File: config.mk
export PLATFORM = sky130hd
export DESIGN_NAME = ssp_engine
export DESIGN_NICKNAME = d
export VERILOG_FILES = /design/src/pkg/ssp_pkg.sv /design/src/core/ssp_engine.sv
export SDC_FILE = /design/constraint.sdc
export NUM_CORES = 1
export LEC_CHECK = 0
export BUFFER_PORTS_ARGS = -buffer_cell sky130_fd_sc_hd__buf_2
export CORE_ASPECT_RATIO = 0.5
export CORE_MARGIN = 2
export CORE_UTILIZATION = 35
export CTS_BUF_LIST = sky130_fd_sc_hd__clkbuf_16
export DETAILED_ROUTE_END_ITERATION = 8
export PLACE_DENSITY = 0.55
export SKIP_LAST_GASP = 1
export SYNTH_ARGS = -nofsm -noshare
export SYNTH_HDL_FRONTEND = slang
export SYNTH_SLANG_ARGS = --single-unit
File: constraint.sdc
create_clock -name i_ref_clk -period 5.1 [get_ports i_ref_clk]
set_input_delay 1.02 -clock i_ref_clk [delete_from_list [all_inputs] [get_ports i_ref_clk]]
set_output_delay 1.02 -clock i_ref_clk [all_outputs]
set_load 0.02 [all_outputs]
File: src/pkg/ssp_pkg.sv
// constants and types of the stack push/pop engine
// assumes one core clock and an execution pipeline issuing one command at a time
package ssp_pkg;
    typedef enum logic [2:0] {
        OP_PUSH_SEL = 3'b000,
        OP_POP_SEL = 3'b001,
        OP_PUSH_ERR = 3'b010,
        OP_POP_MEM = 3'b011,
        OP_FAR_CALL = 3'b100
    } ssp_op_t;

    typedef enum logic [1:0] {
        VAR_PRIMARY = 2'b00,
        VAR_ALT = 2'b01,
        VAR_LEGACY = 2'b10
    } ssp_var_t;

    typedef enum logic [1:0] {
        ST_IDLE = 2'b00,
        ST_RD = 2'b01,
        ST_WR = 2'b10
    } ssp_state_t;

    typedef enum logic [1:0] {
        FLT_NONE = 2'b00,
        FLT_STACK = 2'b01,
        FLT_BRANCH = 2'b10,
        FLT_ABORT = 2'b11
    } ssp_fault_t;

    localparam logic [31:0] SZ16 = 32'h0000_0002;
    localparam logic [31:0] SZ32 = 32'h0000_0004;
    localparam logic [3:0] BE_LO = 4'h3;
    localparam logic [3:0] BE_ALL = 4'hF;
    localparam logic [3:0] BE_NONE = 4'h0;
    localparam logic [15:0] WRAP_OP32 = 16'hFFFC;
    localparam logic [15:0] WRAP_OP16 = 16'hFFFE;
    localparam logic [31:0] WRAP_BIG_BASE = 32'h0001_0000;
    localparam logic [15:0] HI_ZERO = 16'h0000;
    localparam logic [31:0] WORD_ZERO = 32'h0000_0000;
endpackage : ssp_pkg

File: src/core/ssp_engine.sv
// stack push/pop engine: selector, error code, pop-to-memory and far-call pushes
// assumes a memory port that answers each request with one i_mem_ack pulse
`timescale 1ns/1ps
`default_nettype none
module ssp_engine import ssp_pkg::*; #(
    parameter ssp_var_t VARIANT = VAR_PRIMARY
) (
    input wire logic i_ref_clk,
    input wire logic i_rst_n,
    input wire logic i_cmd_valid,
    input wire ssp_op_t i_cmd_op,
    input wire logic i_op32,
    input wire logic i_stk32,
    input wire logic [31:0] i_sp,
    input wire logic [15:0] i_sel,
    input wire logic [15:0] i_err_code,
    input wire logic [31:0] i_ip,
    input wire logic [31:0] i_ea,
    input wire logic [31:0] i_idx_disp,
    input wire logic i_sp_base32,
    input wire logic i_prot_mode,
    input wire logic i_ss_big,
    input wire logic i_hi_bytes_bad,
    input wire logic i_br_limit_viol,
    input wire logic i_br_rights_viol,
    input wire logic i_abort,
    input wire logic i_mem_ack,
    input wire logic [31:0] i_mem_rdata,
    output logic o_busy,
    output logic o_done,
    output logic o_fault,
    output ssp_fault_t o_fault_code,
    output logic [31:0] o_sp,
    output logic [31:0] o_pop_data,
    output logic o_mem_req,
    output logic o_mem_we,
    output logic [31:0] o_mem_addr,
    output logic [31:0] o_mem_wdata,
    output logic [3:0] o_mem_be
);
    // ==========================================
    // helpers
    function automatic logic [31:0] sp_step(input logic [31:0] sp, input logic [31:0] dlt,
                                           input logic stk32, input logic down);
        logic [31:0] r;
        r = down ? (sp - dlt) : (sp + dlt);
        sp_step = stk32 ? r : {sp[31:16], r[15:0]};
    endfunction : sp_step

    function automatic logic [31:0] op_size(input logic op32);
        op_size = op32 ? SZ32 : SZ16;
    endfunction : op_size

    // ==========================================
    // state
    ssp_state_t state_q, state_d;
    ssp_op_t op_q, op_d;
    logic op32_q, op32_d, stk32_q, stk32_d;
    logic second_q, second_d, wrap_q, wrap_d, big_q, big_d;
    logic [31:0] sp0_q, sp0_d, sp_q, sp_d, ip_q, ip_d, ea_q, ea_d, idx_q, idx_d;
    logic [31:0] pop_q, pop_d, addr_q, addr_d, wdata_q, wdata_d;
    logic [3:0] be_q, be_d;
    logic req_q, req_d, we_q, we_d, done_q, done_d, fault_q, fault_d;
    ssp_fault_t fcode_q, fcode_d;

    // ==========================================
    // decode
    wire is_alt = (VARIANT == VAR_ALT);
    wire is_legacy = (VARIANT == VAR_LEGACY);
    wire br_fault = i_br_limit_viol | i_br_rights_viol;
    wire hi_fault = is_alt & i_op32 & i_hi_bytes_bad;
    wire [3:0] sel_be = (is_alt & i_op32) ? BE_ALL : BE_LO;
    wire [3:0] pop_be = (is_alt & i_op32) ? BE_ALL : BE_LO;
    wire [31:0] in_size = op_size(i_op32);
    wire [31:0] q_size = op_size(op32_q);
    wire [31:0] err_size = i_stk32 ? SZ32 : SZ16;
    wire [3:0] err_be = (is_legacy | ~i_stk32) ? BE_LO : BE_ALL;
    wire [31:0] push_sp = sp_step(i_sp, in_size, i_stk32, 1'b1);
    wire [31:0] err_sp = sp_step(i_sp, err_size, i_stk32, 1'b1);
    wire [15:0] wrap_pt = i_op32 ? WRAP_OP32 : WRAP_OP16;
    wire wrap_hit = ~i_stk32 & i_sp_base32 & (i_sp[15:0] == wrap_pt);
    wire [31:0] pop_mask = op32_q ? i_mem_rdata : {HI_ZERO, i_mem_rdata[15:0]};
    wire [31:0] pop_sp = sp_step(sp_q, q_size, stk32_q, 1'b0);
    wire [31:0] call_sp = sp_step(sp_q, q_size, stk32_q, 1'b1);
    wire [31:0] wrap_ea = is_alt ? (WRAP_BIG_BASE + idx_q) : idx_q;
    wire wrap_flt = is_alt & wrap_q & ~big_q;

    // ==========================================
    // sequencing
    always_comb begin
        state_d = state_q;
        op_d = op_q;
        op32_d = op32_q;
        stk32_d = stk32_q;
        second_d = second_q;
        wrap_d = wrap_q;
        big_d = big_q;
        sp0_d = sp0_q;
        sp_d = sp_q;
        ip_d = ip_q;
        ea_d = ea_q;
        idx_d = idx_q;
        pop_d = pop_q;
        addr_d = addr_q;
        wdata_d = wdata_q;
        be_d = be_q;
        req_d = req_q;
        we_d = we_q;
        done_d = 1'b0;
        fault_d = 1'b0;
        fcode_d = fcode_q;
        case (state_q)
            ST_IDLE: begin
                if (i_cmd_valid) begin
                    op_d = i_cmd_op;
                    op32_d = i_op32;
                    stk32_d = i_stk32;
                    sp0_d = i_sp;
                    sp_d = i_sp;
                    ip_d = i_ip;
                    ea_d = i_ea;
                    idx_d = i_idx_disp;
                    wrap_d = wrap_hit;
                    big_d = i_prot_mode & i_ss_big;
                    second_d = 1'b0;
                    fcode_d = FLT_NONE;
                    case (i_cmd_op)
                        OP_PUSH_SEL: begin
                            if (hi_fault) begin
                                fault_d = 1'b1;
                                fcode_d = FLT_STACK;
                            end else begin
                                sp_d = push_sp;
                                addr_d = push_sp;
                                wdata_d = {HI_ZERO, i_sel};
                                be_d = sel_be;
                                we_d = 1'b1;
                                req_d = 1'b1;
                                state_d = ST_WR;
                            end
                        end
                        OP_POP_SEL: begin
                            if (hi_fault) begin
                                fault_d = 1'b1;
                                fcode_d = FLT_STACK;
                            end else begin
                                addr_d = i_sp;
                                be_d = pop_be;
                                we_d = 1'b0;
                                req_d = 1'b1;
                                state_d = ST_RD;
                            end
                        end
                        OP_PUSH_ERR: begin
                            sp_d = err_sp;
                            addr_d = err_sp;
                            wdata_d = {HI_ZERO, i_err_code};
                            be_d = err_be;
                            we_d = 1'b1;
                            req_d = 1'b1;
                            state_d = ST_WR;
                        end
                        OP_POP_MEM: begin
                            addr_d = i_sp;
                            be_d = i_op32 ? BE_ALL : BE_LO;
                            we_d = 1'b0;
                            req_d = 1'b1;
                            state_d = ST_RD;
                        end
                        OP_FAR_CALL: begin
                            if (br_fault) begin
                                fault_d = 1'b1;
                                fcode_d = FLT_BRANCH;
                            end else begin
                                sp_d = push_sp;
                                addr_d = push_sp;
                                wdata_d = {HI_ZERO, i_sel};
                                be_d = sel_be;
                                we_d = 1'b1;
                                req_d = 1'b1;
                                state_d = ST_WR;
                            end
                        end
                        default: begin
                            fault_d = 1'b1;
                            fcode_d = FLT_ABORT;
                        end
                    endcase
                end
            end
            ST_RD: begin
                if (i_abort) begin
                    sp_d = sp0_q;
                    req_d = 1'b0;
                    fault_d = 1'b1;
                    fcode_d = FLT_ABORT;
                    state_d = ST_IDLE;
                end else if (i_mem_ack) begin
                    req_d = 1'b0;
                    sp_d = pop_sp;
                    if (op_q == OP_POP_SEL) begin
                        pop_d = is_alt ? pop_mask : {HI_ZERO, i_mem_rdata[15:0]};
                        done_d = 1'b1;
                        state_d = ST_IDLE;
                    end else if (wrap_flt) begin
                        sp_d = sp0_q;
                        fault_d = 1'b1;
                        fcode_d = FLT_STACK;
                        state_d = ST_IDLE;
                    end else begin
                        pop_d = pop_mask;
                        addr_d = wrap_q ? wrap_ea : ea_q;
                        wdata_d = pop_mask;
                        we_d = 1'b1;
                        req_d = 1'b1;
                        state_d = ST_WR;
                    end
                end
            end
            ST_WR: begin
                if (i_abort) begin
                    sp_d = sp0_q;
                    req_d = 1'b0;
                    we_d = 1'b0;
                    fault_d = 1'b1;
                    fcode_d = FLT_ABORT;
                    state_d = ST_IDLE;
                end else if (i_mem_ack) begin
                    if ((op_q == OP_FAR_CALL) && !second_q) begin
                        second_d = 1'b1;
                        sp_d = call_sp;
                        addr_d = call_sp;
                        wdata_d = op32_q ? ip_q : {HI_ZERO, ip_q[15:0]};
                        be_d = op32_q ? BE_ALL : BE_LO;
                    end else begin
                        req_d = 1'b0;
                        we_d = 1'b0;
                        done_d = 1'b1;
                        state_d = ST_IDLE;
                    end
                end
            end
            default: begin
                req_d = 1'b0;
                we_d = 1'b0;
                state_d = ST_IDLE;
            end
        endcase
    end

    // ==========================================
    // registers
    always_ff @(posedge i_ref_clk or negedge i_rst_n) begin
        if (!i_rst_n) begin
            state_q <= ST_IDLE;
            op_q <= OP_PUSH_SEL;
            op32_q <= 1'b0;
            stk32_q <= 1'b0;
            second_q <= 1'b0;
            wrap_q <= 1'b0;
            big_q <= 1'b0;
            sp0_q <= WORD_ZERO;
            sp_q <= WORD_ZERO;
            ip_q <= WORD_ZERO;
            ea_q <= WORD_ZERO;
            idx_q <= WORD_ZERO;
            pop_q <= WORD_ZERO;
            addr_q <= WORD_ZERO;
            wdata_q <= WORD_ZERO;
            be_q <= BE_NONE;
            req_q <= 1'b0;
            we_q <= 1'b0;
            done_q <= 1'b0;
            fault_q <= 1'b0;
            fcode_q <= FLT_NONE;
        end else begin
            state_q <= state_d;
            op_q <= op_d;
            op32_q <= op32_d;
            stk32_q <= stk32_d;
            second_q <= second_d;
            wrap_q <= wrap_d;
            big_q <= big_d;
            sp0_q <= sp0_d;
            sp_q <= sp_d;
            ip_q <= ip_d;
            ea_q <= ea_d;
            idx_q <= idx_d;
            pop_q <= pop_d;
            addr_q <= addr_d;
            wdata_q <= wdata_d;
            be_q <= be_d;
            req_q <= req_d;
            we_q <= we_d;
            done_q <= done_d;
            fault_q <= fault_d;
            fcode_q <= fcode_d;
        end
    end

    logic busy_q;
    always_ff @(posedge i_ref_clk or negedge i_rst_n) begin
        if (!i_rst_n) begin
            busy_q <= 1'b0;
        end else begin
            busy_q <= (state_d != ST_IDLE);
        end
    end

    // ==========================================
    // outputs
    assign o_busy = busy_q;
    assign o_done = done_q;
    assign o_fault = fault_q;
    assign o_fault_code = fcode_q;
    assign o_sp = sp_q;
    assign o_pop_data = pop_q;
    assign o_mem_req = req_q;
    assign o_mem_we = we_q;
    assign o_mem_addr = addr_q;
    assign o_mem_wdata = wdata_q;
    assign o_mem_be = be_q;
endmodule : ssp_engine
`default_nettype wire

[Word-level counts from Yosys, hierarchy flattened]
Index checks and enable logic that the tools add are counted.
W data, S select, Z words.
Word-level totals
  bits in registers: 276
  input bits: 208
  word-level logic and storage cells: 180
Cells by class
  add/sub/neg operators: 4
  equality and inequality tests: 28
  mux-type cells: 97
  bitwise logic cells: 5
  reduce and logical (&&, ||, !) cells: 24
Operators with widths (count)
  $mux W32: 29
  $pmux W32 S3: 5
  $pmux W32 S4: 1
  $sub A32 B3 Y32: 3
  $add A32 B3 Y32: 1
  $mux W4: 8
  $mux W1: 25
  $mux W2: 12
  $reduce_and A10 Y1: 2
  $ne A3 B3 Y1 const B: 6
  $eq A16 B16 Y1: 1
  $pmux W4 S4: 1
  $ne A2 B2 Y1 const B: 7
  $pmux W2 S3: 2
  $reduce_and A6 Y1: 2
  $ne A5 B2 Y1 const B: 2
  $pmux W1 S2: 5
  $reduce_and A5 Y1: 2
  $mux W3: 3
  $pmux W1 S3: 3
  $pmux W2 S2: 2
  $pmux W4 S2: 1
  $reduce_and A8 Y1: 1
  $reduce_or A2 Y1: 4
  22 further kinds: 30

[Depth between registers and ports, before layout]
  depth after elaboration: 7
  gate-level depth with buffers: 11
  depth with buffers taken out: 10

[Least setup slack after synthesis]
Ideal clock, no wire load.
  path type: input to register
  start: in i_sp[15]
  end: reg sp_q[20], in the netlist o_sp[20]
  library setup time: 126 ps
  arrival: 3087 ps
  slack: 1887 ps
  stages: 9
  path buffers: 2
  path through: buf_6 -> or3b_2 -> nor3_1 -> and3_1 -> buf_2 -> a21oi_1 -> or3_1 -> xnor2_1 -> a221o_1
Between the ends
  longest elaborated chain between the ends: 6
  elaborated cells between the ends (all ways): 8
  those cells by class: add/sub: 2; mux: 6
RTL lines
  start, declared: line ssp_engine.sv:14  | input wire logic [31:0] i_sp,
  $sub A32 B3 Y32: line ssp_engine.sv:46  | r = down ? (sp - dlt) : (sp + dlt);
  $mux W32: line ssp_engine.sv:47  | sp_step = stk32 ? r : {sp[31:16], r[15:0]};
  $mux W32: line ssp_engine.sv:171  | if (br_fault) begin
  $pmux W32 S3 *: line ssp_engine.sv:127  | case (i_cmd_op)
  $mux W32 *: line ssp_engine.sv:114  | if (i_cmd_valid) begin
  $pmux W32 S3 *: line ssp_engine.sv:112  | case (state_q)
  end signal, assigned: line ssp_engine.sv:285  | sp_q <= sp_d;
  end, declared: line ssp_engine.sv:60  | logic [31:0] sp0_q, sp0_d, sp_q, sp_d, ip_q, ip_d, ea_q, ea_d, idx_q, idx_d;
Every way passes the cells marked *; elsewhere a longest branch is shown, timed or not. The select of a mux whose other input is x is not followed.
A chain may end at the register's enable or synchronous reset.

[Worst setup path in the final report]
  start: in i_op32
  end: reg addr_q[21], in the netlist o_mem_addr[21]
Between the ends
  longest elaborated chain between the ends: 7
RTL lines
  start, declared: line ssp_engine.sv:12  | input wire logic i_op32,
  $mux W3 *: line ssp_engine.sv:51  | op_size = op32 ? SZ32 : SZ16;
  $sub A32 B3 Y32 *: line ssp_engine.sv:46
  $mux W32 *: line ssp_engine.sv:47
  $mux W32: line ssp_engine.sv:171
  $pmux W32 S4 *: line ssp_engine.sv:127
  $mux W32 *: line ssp_engine.sv:114
  $pmux W32 S3 *: line ssp_engine.sv:112
  end signal, assigned: line ssp_engine.sv:290  | addr_q <= addr_d;
  end, declared: line ssp_engine.sv:61  | logic [31:0] pop_q, pop_d, addr_q, addr_d, wdata_q, wdata_d;
Marked as above.

==> impl_metrics.env <==
export IMPL_ys_warn_count=0
export IMPL_setup_viol=0
export IMPL_grt_pass1_wl_mm=98.9
export IMPL_hold_viol=0
export IMPL_wl_met1_mm=30.2
export IMPL_leakagePower_nw=9.12
export IMPL_drc_errors=0
export IMPL_fin_skew_ns=0.0264
export IMPL_rsz0062_at_grt="no"
export IMPL_htreeDepth=1
export IMPL_synth_edf_count=0
export IMPL_core_um2=46700
export IMPL_final_nets=2500
export IMPL_die_y_um=157
export IMPL_firstDrtPassIters=5
export IMPL_peakVddDrop_mv=0.266
export IMPL_reg2reg_slack_ns=1.64
export IMPL_route_met2_wl_mm=29.2
export IMPL_fillCellCount=4880
export IMPL_synth_nets=2266
export IMPL_final_util=0.419
export IMPL_synthCells=2042
export IMPL_synth_async_reset_ratio=1.00
export IMPL_ys_flop_type="dfrtp_1"
export IMPL_rows=56
export IMPL_via_per_inst=5.62
export IMPL_worst_path_max_fanout=7
export IMPL_antenna_found_initial=4
export IMPL_io_pins=347
export IMPL_start_util=0.353
export IMPL_grt_usage=0.264
export IMPL_grt_pass1_vias=15200
export IMPL_drv_cap=0
export IMPL_start_kind="primary input"
export IMPL_ys_seq_area_frac=0.416
export IMPL_ys_types=79
export IMPL_dieArea_um2=48900
export IMPL_worstMarginPinSlew_ns=1.01
export IMPL_cts_setup_buffers=0
export IMPL_drive_gt1_frac=0.209
export IMPL_die_w_um=311
export IMPL_layout_common_cells="604 x nand2_1, 342 x buf_2, 273 x dfrtp_1"
export IMPL_power_total_mw=12.4
export IMPL_cts_resized_gates=0
export IMPL_hpwl_mm=47.6
export IMPL_setup_tns_ns=0
export IMPL_r2r_start="op32_q"
export IMPL_routedWlPerCell_um=22.8
export IMPL_vias=16500
export IMPL_io_buffers=343
export IMPL_routed_wirelength_mm=66.8
export IMPL_cts_hold_buf=0
export IMPL_r2r_end="o_mem_addr[31]"
export IMPL_wl_met3_mm=5.44
export IMPL_timing_final_max_slew_violations=0
export IMPL_fin_crit_ns=3.49
export IMPL_cp_startpoint="i_op32"
export IMPL_clk_pin_slew_ns=0.08
export IMPL_drtIter0Drc=1740
export IMPL_root_buffer="clkbuf_16"
export IMPL_grt_max_degree=99
export IMPL_clkLatencyLatePin_ns=0.59
export IMPL_instances_no_fill=2936
export IMPL_ys_ff_latch=274
export IMPL_slew_headroom=0.328
export IMPL_powerDensity_nw_per_um2=633
export IMPL_syn_avg_cell_area_um2=8.07
export IMPL_critical_path_arrival_ns=3.94
export IMPL_syn_area_um2=16500
export IMPL_numCtsBuffers=28
export IMPL_overflow=0
export IMPL_area_growth_pct=18.7
export IMPL_place_inst=2884
export IMPL_max_freq_mhz=286
export IMPL_endpoint_kind="flip-flop"
export IMPL_timing_final_crit_share=0.685
export IMPL_status="finished, final reports clean"
export IMPL_clock_sinks=274
export IMPL_gp_congestion=0.941
export IMPL_clock_path_buffers=3
export IMPL_top_layer_used="met5"
export IMPL_reg2reg_depth=10
export IMPL_hold_class="primary input to async pin"
export IMPL_worstPathRequired_ns=5.55
export IMPL_final_common_cell="nand2_1"
export IMPL_ant_nets=0
export IMPL_cts_tree="yes"
export IMPL_crit_type="primary input to flip-flop"
[routing by layer]
| metal | up-vias | GRT usage |
|---|---|---|
| met3 | 117 | 0.0487 |
| met1 | 8083 | 0.379 |
| met5 | - | 0 |
| met4 | 2 | 0.0761 |
| met2 | 688 | 0.405 |
| li1 | 7618 | - |
[critical path, cell delays in order]
cell and delay (ns):
buf_2 0.20, inv_1 0.11, ha_1 0.19, fa_1 0.37, nor3b_1 0.39, nand3_1 0.30, or3_1 0.45, xnor2_1 0.14
a2111oi_0 0.62, nor3_1 0.13
[registers in the layout, indices dropped and copies added, names as in the netlist, 2 cells and up]
register and cells:
ea_q 32, idx_q 32, ip_q 32, o_mem_addr 32, o_mem_wdata 32, o_pop_data 32
o_sp 32, sp0_q 32, op_q 3, o_fault_code 2, o_mem_be 2, state_q 2
[Yosys cell counts, drive strengths merged, types with 8 or more instances]
cell | instances | area (um2)
buf | 30 | 154
ha | 12 | 150
a21oi | 84 | 420
o31ai | 45 | 338
xor2 | 43 | 377
nand2b | 16 | 100
a211oi | 19 | 143
nor2b | 8 | 50.1
nand4 | 32 | 200
a22o | 25 | 219
mux2 | 14 | 158
mux2i | 23 | 230
or3 | 15 | 93.8
nor2 | 91 | 344
a221oi | 27 | 236
o211ai | 15 | 113
nand2 | 605 | 2270
clkbuf | 152 | 572
dfrtp | 274 | 6860
o21a | 9 | 67.6
xnor2 | 45 | 394
a21o | 12 | 90.1
o22ai | 16 | 100
a31oi | 17 | 106
and3 | 33 | 206
nor3 | 35 | 175
nor4 | 30 | 255
nand3 | 30 | 150
o21ai | 130 | 654
a22oi | 21 | 158
a221o | 9 | 90.1
inv | 24 | 90.1
[through the flow]
step | cell area [um2] | hold slack, ns | setup WS [ns]
global route | 19600 | 0.486 | 1.27
floorplan | 16500 | 0.438 | 1.89
finish | 19600 | 0.433 | 1.61
CTS | 19600 | 0.473 | 1.66
global placement | 18700 | 0.454 | 1.10
detailed placement | 18700 | 0.455 | 1.10
[power by group]
part           total (mW)  switching, mW  internal [mW]
Clock                2.09          0.958           1.13
Combinational        6.27           4.23           2.03
Sequential           4.02          0.833           3.19
Total                12.4           6.02           6.35
[area by class of cell]
type	count	area (um2)	area share
clock buffers	29	726	0.0371
inverters	26	97.6	0.00499
diodes	2	5.00	0.000256
flip-flops and latches	274	6860	0.351
repair buffers	386	2070	0.106
well taps	638	798	0.0408
multi-input cells	1560	8840	0.452
clock inverters	21	158	0.00806
[how the worst max path moves through the flow]
stage	depth (start not counted)	slack [ns]	endpoint
after floorplan	9	1.89	o_sp[20]
after global placement	10	1.10	o_mem_addr[21]
after detailed placement	10	1.10	o_mem_addr[21]
after CTS	9	1.66	o_mem_addr[14]
after global routing	9	1.27	o_mem_addr[14]
final	10	1.61	o_mem_addr[21]
[kinds of logic (layout without fill, tap and decap cells)]
family          after synthesis  in the layout  share of synthesized area
other cells                   0              2                          0
flops                       274            274                      0.416
mux                          37             37                     0.0235
simple gates                941            941                      0.257
compound gates              478            478                      0.193
xor+xnor                     88             88                     0.0468
fa+ha+maj                    16             16                     0.0140
buf+inv                     208            462                     0.0500
(Power assumes the default switching activity.)
